[src/status_pin_pkg.sv]
package status_pin_pkg;

   // ----------------------------------------
   // register map, byte addressed
   // ----------------------------------------
   localparam logic [7:0] ADDR_PIN_SEL = 8'h88;
   localparam logic [7:0] ADDR_POLARITY = 8'h8a;
   localparam logic [7:0] ADDR_MASK = 8'h8c;
   localparam logic [7:0] ADDR_STICKY = 8'h90;
   localparam logic [7:0] ADDR_NOW = 8'h94;
   localparam logic [7:0] ADDR_SELECTED = 8'h96;
   localparam logic [7:0] RDATA_UNMAPPED = 8'h00;

   // ----------------------------------------
   // field layout
   // ----------------------------------------
   localparam int SEL_A_LSB = 0;
   localparam int SEL_B_LSB = 4;
   localparam int SEL_W = 4;
   localparam int POL_BIT = 0;
   localparam int FCV_BIT = 7;
   localparam int IDX_LSB = 4;
   localparam int IDX_W = 2;
   localparam int ALERT_COUNT = 8;
   localparam int INPUT_COUNT = 4;

   // alert bit order as seen in mask, sticky and momentary registers
   localparam int BIT_INPUT0 = 7;
   localparam int BIT_LOCK0 = 3;
   localparam int BIT_LOCK1 = 2;
   localparam int BIT_HOLD = 1;
   localparam int BIT_REF = 0;

   // ----------------------------------------
   // pin function codes
   // ----------------------------------------
   typedef enum logic [3:0] {
      FN_RESERVED0 = 4'b0000,
      FN_FORCE_HOLD = 4'b0001,
      FN_FORCE_MID = 4'b0010,
      FN_INPUT_SELECT = 4'b0111,
      FN_LOOP0_LOCK = 4'b1000,
      FN_LOOP1_LOCK = 4'b1001,
      FN_BOTH_LOCK = 4'b1010,
      FN_ACTIVITY_ALARM = 4'b1011,
      FN_HOLDOVER = 4'b1100,
      FN_INTERRUPT = 4'b1101,
      FN_RESERVED14 = 4'b1110,
      FN_SHOW_SELECTED = 4'b1111
   } pin_fn_t;

   // ----------------------------------------
   // reset values
   // ----------------------------------------
   localparam pin_fn_t PIN_A_SEL_RESET = FN_ACTIVITY_ALARM;
   localparam pin_fn_t PIN_B_SEL_RESET = FN_BOTH_LOCK;
   localparam logic POL_RESET = 1'b0;
   localparam logic [7:0] MASK_RESET = 8'h00;

endpackage

[src/alert_latch_cell.sv]
`timescale 1ns/1ps
`default_nettype none

// one sticky event latch with its mask gate
module alert_latch_cell (
   input wire logic core_clk_i,
   input wire logic reset_i,
   input wire logic ce_i,
   input wire logic fault_i,
   input wire logic clear_i,
   input wire logic mask_i,
   output logic seen_o,
   output logic pending_o
);

   typedef struct packed {
      logic seen;
   } cell_state_t;

   cell_state_t state_reg;
   cell_state_t state_next;

   always_comb begin
      state_next = state_reg;
      if (ce_i) begin
         // set wins: a fault in the clearing cycle is kept
         if (fault_i) begin
            state_next.seen = 1'b1;
         end else if (clear_i) begin
            state_next.seen = 1'b0;
         end
      end
   end

   always_ff @(posedge core_clk_i or posedge reset_i) begin
      if (reset_i) begin
         state_reg <= '0;
      end else begin
         state_reg <= state_next;
      end
   end

   assign seen_o = state_reg.seen;
   assign pending_o = state_reg.seen & mask_i;

endmodule

`default_nettype wire

[src/status_pin_alert_latch.sv]
`timescale 1ns/1ps
`default_nettype none

module status_pin_alert_latch (
   input wire logic core_clk_i,
   input wire logic reset_i,
   input wire logic ce_i,
   input wire logic [7:0] cfg_addr_i,
   input wire logic [7:0] cfg_wdata_i,
   input wire logic cfg_wr_i,
   input wire logic cfg_rd_i,
   output logic [7:0] cfg_rdata_o,
   output logic cfg_rvalid_o,
   input wire logic [3:0] input_active_now_i,
   input wire logic first_loop_lock_now_i,
   input wire logic second_loop_lock_now_i,
   input wire logic holdover_active_i,
   input wire logic reference_present_now_i,
   input wire logic [1:0] selected_input_index_i,
   input wire logic pin_a_i,
   output logic pin_a_o,
   output logic pin_a_oe_o,
   input wire logic pin_b_i,
   output logic pin_b_o,
   output logic pin_b_oe_o,
   output logic force_holdover_o,
   output logic force_mid_supply_o,
   output logic [1:0] input_select_o,
   output logic input_select_valid_o,
   output logic alert_irq_o
);

   // ----------------------------------------
   // state
   // ----------------------------------------
   typedef struct packed {
      status_pin_pkg::pin_fn_t pin_a_sel;
      status_pin_pkg::pin_fn_t pin_b_sel;
      logic pol;
      logic [7:0] mask;
      logic a_sync1;
      logic a_sync2;
      logic b_sync1;
      logic b_sync2;
      logic pin_a_out;
      logic pin_a_oe;
      logic pin_b_out;
      logic pin_b_oe;
      logic force_hold;
      logic force_mid;
      logic [1:0] in_sel;
      logic in_sel_valid;
      logic irq;
      logic [7:0] rdata;
      logic rvalid;
   } state_t;

   localparam state_t STATE_RESET = '{
      pin_a_sel: status_pin_pkg::PIN_A_SEL_RESET,
      pin_b_sel: status_pin_pkg::PIN_B_SEL_RESET,
      pol: status_pin_pkg::POL_RESET,
      mask: status_pin_pkg::MASK_RESET,
      a_sync1: 1'b0,
      a_sync2: 1'b0,
      b_sync1: 1'b0,
      b_sync2: 1'b0,
      pin_a_out: 1'b0,
      pin_a_oe: 1'b0,
      pin_b_out: 1'b0,
      pin_b_oe: 1'b0,
      force_hold: 1'b0,
      force_mid: 1'b0,
      in_sel: 2'h0,
      in_sel_valid: 1'b0,
      irq: 1'b0,
      rdata: status_pin_pkg::RDATA_UNMAPPED,
      rvalid: 1'b0
   };

   state_t state_reg;
   state_t state_next;

   logic [7:0] fault_w;
   logic [7:0] momentary_w;
   logic [7:0] clear_w;
   logic [7:0] seen_w;
   logic [7:0] pending_w;
   logic irq_now_w;
   logic alarm_w;
   logic wr_sel_w;
   logic wr_pol_w;
   logic wr_mask_w;
   logic wr_sticky_w;

   // ----------------------------------------
   // alert sources and sticky latches
   // ----------------------------------------
   // momentary view: 1 means healthy for every source
   always_comb begin
      for (int i = 0; i < status_pin_pkg::INPUT_COUNT; i++) begin
         momentary_w[status_pin_pkg::BIT_INPUT0 - i] = input_active_now_i[i];
      end
      momentary_w[status_pin_pkg::BIT_LOCK0] = first_loop_lock_now_i;
      momentary_w[status_pin_pkg::BIT_LOCK1] = second_loop_lock_now_i;
      momentary_w[status_pin_pkg::BIT_HOLD] = ~holdover_active_i;
      momentary_w[status_pin_pkg::BIT_REF] = reference_present_now_i;
   end

   // a source is faulted whenever its momentary view is low
   assign fault_w = ~momentary_w;

   assign wr_sel_w = cfg_wr_i && (cfg_addr_i == status_pin_pkg::ADDR_PIN_SEL);
   assign wr_pol_w = cfg_wr_i && (cfg_addr_i == status_pin_pkg::ADDR_POLARITY);
   assign wr_mask_w = cfg_wr_i && (cfg_addr_i == status_pin_pkg::ADDR_MASK);
   assign wr_sticky_w = cfg_wr_i && (cfg_addr_i == status_pin_pkg::ADDR_STICKY);

   // write-one-to-clear, per bit
   assign clear_w = wr_sticky_w ? cfg_wdata_i : 8'h00;

   genvar g;
   generate
      for (g = 0; g < status_pin_pkg::ALERT_COUNT; g++) begin : gen_latch
         alert_latch_cell u_cell (
            .core_clk_i(core_clk_i),
            .reset_i(reset_i),
            .ce_i(ce_i),
            .fault_i(fault_w[g]),
            .clear_i(clear_w[g]),
            .mask_i(state_reg.mask[g]),
            .seen_o(seen_w[g]),
            .pending_o(pending_w[g])
         );
      end
   endgenerate

   assign irq_now_w = |pending_w;
   assign alarm_w = ~&input_active_now_i;

   // ----------------------------------------
   // pin output function
   // ----------------------------------------
   // returns {drive, level} before polarity
   function automatic logic [1:0] pin_drive(
      input status_pin_pkg::pin_fn_t fn,
      input logic lock0,
      input logic lock1,
      input logic alarm,
      input logic hold,
      input logic irq
   );
      logic [1:0] r;
      r = 2'b00;
      case (fn)
         status_pin_pkg::FN_LOOP0_LOCK: r = {1'b1, lock0};
         status_pin_pkg::FN_LOOP1_LOCK: r = {1'b1, lock1};
         status_pin_pkg::FN_BOTH_LOCK: r = {1'b1, lock0 & lock1};
         status_pin_pkg::FN_ACTIVITY_ALARM: r = {1'b1, alarm};
         status_pin_pkg::FN_HOLDOVER: r = {1'b1, hold};
         status_pin_pkg::FN_INTERRUPT: r = {1'b1, irq};
         default: r = 2'b00;
      endcase
      return r;
   endfunction

   // ----------------------------------------
   // next state
   // ----------------------------------------
   always_comb begin
      logic [1:0] drv_a;
      logic [1:0] drv_b;
      logic a_overrides_b;
      drv_a = 2'b00;
      drv_b = 2'b00;
      a_overrides_b = 1'b0;
      state_next = state_reg;
      if (ce_i) begin
         // pins come from outside: two flops before any use
         state_next.a_sync1 = pin_a_i;
         state_next.a_sync2 = state_reg.a_sync1;
         state_next.b_sync1 = pin_b_i;
         state_next.b_sync2 = state_reg.b_sync1;

         if (wr_sel_w) begin
            state_next.pin_a_sel = status_pin_pkg::pin_fn_t'(
               cfg_wdata_i[status_pin_pkg::SEL_A_LSB +: status_pin_pkg::SEL_W]);
            state_next.pin_b_sel = status_pin_pkg::pin_fn_t'(
               cfg_wdata_i[status_pin_pkg::SEL_B_LSB +: status_pin_pkg::SEL_W]);
         end
         if (wr_pol_w) begin
            state_next.pol = cfg_wdata_i[status_pin_pkg::POL_BIT];
         end
         if (wr_mask_w) begin
            state_next.mask = cfg_wdata_i;
         end

         state_next.irq = irq_now_w;

         // pin A in a paired mode takes pin B over, whatever pin B holds
         a_overrides_b = (state_reg.pin_a_sel == status_pin_pkg::FN_INPUT_SELECT) ||
                         (state_reg.pin_a_sel == status_pin_pkg::FN_SHOW_SELECTED);

         drv_a = pin_drive(state_reg.pin_a_sel, first_loop_lock_now_i,
                           second_loop_lock_now_i, alarm_w, holdover_active_i, irq_now_w);
         drv_b = pin_drive(state_reg.pin_b_sel, first_loop_lock_now_i,
                           second_loop_lock_now_i, alarm_w, holdover_active_i, irq_now_w);

         if (state_reg.pin_a_sel == status_pin_pkg::FN_SHOW_SELECTED) begin
            drv_a = {1'b1, selected_input_index_i[0]};
            drv_b = {1'b1, selected_input_index_i[1]};
         end else if (state_reg.pin_a_sel == status_pin_pkg::FN_INPUT_SELECT) begin
            drv_b = 2'b00;
         end

         // polarity touches driven outputs only
         state_next.pin_a_oe = drv_a[1];
         state_next.pin_a_out = drv_a[1] & (drv_a[0] ^ state_reg.pol);
         state_next.pin_b_oe = drv_b[1];
         state_next.pin_b_out = drv_b[1] & (drv_b[0] ^ state_reg.pol);

         // pin input functions; pin B's reserved paired codes drive nothing
         state_next.force_hold =
            ((state_reg.pin_a_sel == status_pin_pkg::FN_FORCE_HOLD) && state_reg.a_sync2) ||
            (!a_overrides_b && (state_reg.pin_b_sel == status_pin_pkg::FN_FORCE_HOLD) &&
             state_reg.b_sync2);
         state_next.force_mid =
            ((state_reg.pin_a_sel == status_pin_pkg::FN_FORCE_MID) && state_reg.a_sync2) ||
            (!a_overrides_b && (state_reg.pin_b_sel == status_pin_pkg::FN_FORCE_MID) &&
             state_reg.b_sync2);
         state_next.in_sel_valid = (state_reg.pin_a_sel == status_pin_pkg::FN_INPUT_SELECT);
         if (state_reg.pin_a_sel == status_pin_pkg::FN_INPUT_SELECT) begin
            state_next.in_sel = {state_reg.b_sync2, state_reg.a_sync2};
         end

         // register reads, one cycle latency
         state_next.rvalid = cfg_rd_i;
         if (cfg_rd_i) begin
            case (cfg_addr_i)
               status_pin_pkg::ADDR_PIN_SEL: begin
                  state_next.rdata = {state_reg.pin_b_sel, state_reg.pin_a_sel};
               end
               status_pin_pkg::ADDR_POLARITY: begin
                  state_next.rdata = status_pin_pkg::RDATA_UNMAPPED;
                  state_next.rdata[status_pin_pkg::POL_BIT] = state_reg.pol;
               end
               status_pin_pkg::ADDR_MASK: begin
                  state_next.rdata = state_reg.mask;
               end
               status_pin_pkg::ADDR_STICKY: begin
                  state_next.rdata = ~seen_w;
               end
               status_pin_pkg::ADDR_NOW: begin
                  state_next.rdata = momentary_w;
               end
               status_pin_pkg::ADDR_SELECTED: begin
                  state_next.rdata = status_pin_pkg::RDATA_UNMAPPED;
                  state_next.rdata[status_pin_pkg::FCV_BIT] = state_reg.force_mid;
                  state_next.rdata[status_pin_pkg::IDX_LSB +: status_pin_pkg::IDX_W] =
                     selected_input_index_i;
               end
               default: begin
                  state_next.rdata = status_pin_pkg::RDATA_UNMAPPED;
               end
            endcase
         end
      end
   end

   always_ff @(posedge core_clk_i or posedge reset_i) begin
      if (reset_i) begin
         state_reg <= STATE_RESET;
      end else begin
         state_reg <= state_next;
      end
   end

   // ----------------------------------------
   // outputs
   // ----------------------------------------
   assign cfg_rdata_o = state_reg.rdata;
   assign cfg_rvalid_o = state_reg.rvalid;
   assign pin_a_o = state_reg.pin_a_out;
   assign pin_a_oe_o = state_reg.pin_a_oe;
   assign pin_b_o = state_reg.pin_b_out;
   assign pin_b_oe_o = state_reg.pin_b_oe;
   assign force_holdover_o = state_reg.force_hold;
   assign force_mid_supply_o = state_reg.force_mid;
   assign input_select_o = state_reg.in_sel;
   assign input_select_valid_o = state_reg.in_sel_valid;
   assign alert_irq_o = state_reg.irq;
endmodule

`default_nettype wire

[config.mk]
export PLATFORM = sky130hd
export DESIGN_NAME = status_pin_alert_latch
export DESIGN_NICKNAME = d
export VERILOG_FILES = /design/src/status_pin_pkg.sv /design/src/alert_latch_cell.sv /design/src/status_pin_alert_latch.sv
export SDC_FILE = /design/constraint.sdc
export NUM_CORES = 1
export LEC_CHECK = 0
export BUFFER_PORTS_ARGS = -buffer_cell sky130_fd_sc_hd__buf_2
export CAP_MARGIN = 25
export CORE_UTILIZATION = 51
export DETAILED_ROUTE_END_ITERATION = 16
export HOLD_SLACK_MARGIN = 0.02
export PLACE_DENSITY_LB_ADDON = 0.08
export SYNTH_ARGS = -nofsm -noshare
export SYNTH_HDL_FRONTEND = slang
export SYNTH_HIERARCHICAL = 1
export SYNTH_SLANG_ARGS = --single-unit
[constraint.sdc]
create_clock -name core_clk_i -period 4 [get_ports core_clk_i]
set_clock_uncertainty 0.15 [all_clocks]
set_input_delay 1.2 -clock core_clk_i [delete_from_list [all_inputs] [get_ports core_clk_i]]
set_output_delay 1.2 -clock core_clk_i [all_outputs]
set_load 0.1 [all_outputs]
==> metrics.txt <==
most frequent cells in the layout=buf_2, dfrtp_1, inv_1, mux2_2, nand2_1; Post-synth EDFFs=0; Initial Util=0.536; vias after detailed routing=approximately 2300; type of origin of the critical path=primary input; GR Util All Layers=0.255; Die Ht=75.8 µm; Seq/Total Area, Yosys=0.435; Most used DFF post-synth=dfrtp_1; placed insts=379; CP Capture Type=register; WL final=between 6 and 7 mm; DR iter-0 viols=155; IO buf count=51; total die area=~5700 µm²; Seq. cell area=approximately 1200 µm²; Synth-to-Final Area Change=12.7%; syn nets=between 300 and 400; hold path depth=1; run status=complete, no violations; drt wl/cell=17.3 µm; Clock Sinks=48; total I/O pin count=52; CTS tree=built; Fin. Hold Viols=0; Final GP Congestion=between 0.8 and 0.9; hold_buf cts=0; layout net count=349; peak supply drop=a little over 0.2 mV; Mapped Cells=~280; post-DP HPWL=around 5 mm; core area=about 5200 µm²; largest net degree at the start of global routing=27; drc violations=0; Final Core Density=0.604; unrepaired setup endpoints after global routing=no; Layout fillers=approximately 460; clock root cell=clkbuf_8; Max H-tree Level=2; layout cells sized above 1=0.325; # diodes=0; Hold Crit Class=reg2reg; Async SR Flop Fraction=1.00; final setup fails=0; Worst Max-Slew Pin Slew=around 0.74 ns; Synth Warn #=6; Clock transition at path regs=0.10 ns; mean post-synth cell area=~10 µm²; R2R depth=6; Yosys cell types=52; Synth Register Bits=48; Num CTS Buffers=5; part of the cycle the worst path needs=0.744; clock buffer depth=2; drt pass-1 iters=5; top cell type's share of synthesized area=0.388; first-pass GRT wire length=~11 mm; critical-path maximum fanout=17; Site Rows=26; Multi-input gate area=roughly 1300 µm²; post-route insts no fill=roughly 390; setup tns final=0 ns; highest clock rate=about 340 MHz; Resized Gates After CTS=0; post-synth top area cell=dfrtp_1; post-CTS setup buffer count=0; Slew headroom=0.509; Routed Antenna Nets=0; final hold slack=0.334 ns; grt total ovfl=0; Final Critical Period=2.97 ns; Die W=~76 µm; critical path required time=between 4 and 5 ns; vias in the first global route=roughly 2000; Worst R2R Setup Slack=1.91 ns; Crit Path Class=in2reg; Largest register FFs=21; top cells by area, synth=dfrtp_1, mux2_2, a22o_1; post-synthesis instance area=2770 µm²; vias per cell=5.82; worst path arrival time=between 3 and 4 ns; Max Cap Violations=0; initial antenna violation count=0; Slew Limit Fails=0; commonest non-fill, non-tap cell in the layout=buf_2; leakage=approximately 1.5 nW; power per cell area=approximately 330 nW/µm²; worst skew pair latency=roughly 0.3 ns
## logic make-up after synthesis
family | Yosys count | synth area share
AND/OR/NAND/NOR | 92 | 0.204
AO/OA/AOI/OAI | 66 | 0.178
multiplexers | 24 | 0.0970
buffers and inverters | 43 | 0.0794
XOR/XNOR | 2 | 0.00632
flip-flops | 48 | 0.435
## through the flow
stage	cell area (µm²)	total power [mW]	setup slack, ns
after floorplan	2770	0.612	1.32
after global placement	3010	0.664	0.766
after detailed placement	3010	0.666	0.709
after CTS	3130	1.03	1.04
after global routing	3130	1.08	0.934
final	3130	1.03	1.03
## cells in the mapped netlist, types with 6 or more instances
cell,n
o21ai_0,6
nand3_1,7
buf_4,10
and2_1,18
inv_1,23
a21oi_1,12
mux2_2,23
nand2_1,22
dfrtp_1,43
nor2_1,9
a22o_1,16
## routing by layer
layer | global-route usage | up-vias | routed length [µm] | part of all wire
li1 | - | 1070 | - | -
met1 | 0.391 | 1099 | 3220 | 0.48
met2 | 0.368 | 76 | 3020 | 0.45
met3 | 0.0516 | 6 | 379 | 0.057
met4 | 0.0597 | 0 | 76 | 0.011
met5 | 0 | - | 0 | 0
## power breakdown
group	internal (mW)	switching [mW]
Combinational	0.0430	0.0983
Clock	0.205	0.166
Sequential	0.500	0.0144
Total	0.748	0.279
## path summary, 6_finish.rpt
| kind | from | to |
|---|---|---|
| worst min-delay path | input_select_valid_o$_DFFE_PP0P_ | input_select_valid_o$_DFFE_PP0P_ |
| min in group asynchronous | reset_i | gen_latch[5].u_cell/seen_o$_DFFE_PP0P_ |
| worst max register to register | state_reg[24]$_DFFE_PP0P_ | pin_b_o$_DFFE_PP0P_ |
| max in group asynchronous | reset_i | state_reg[37]$_DFFE_PP1P_ |
| worst min register to register | input_select_valid_o$_DFFE_PP0P_ | input_select_valid_o$_DFFE_PP0P_ |
| worst max-delay path | cfg_addr_i[5] | state_reg[31]$_DFFE_PP0P_ |
## critical path, stage by stage
cell and delay [ns]:
buf_2 0.12, nor4b_2 0.35, and2_1 0.66, nand3_2 0.14, nor3b_2 0.20, mux2_2 0.35
## cell type report
cell class / instances / area share
Multi-Input combinational cell: 184 / 0.431
Sequential cell: 48 / 0.386
Timing Repair Buffer: 54 / 0.0888
Tap cell: 70 / 0.0280
Inverter: 23 / 0.0276
Clock buffer: 6 / 0.0264
Clock inverter: 2 / 0.0124
(Power assumes the default switching activity.)
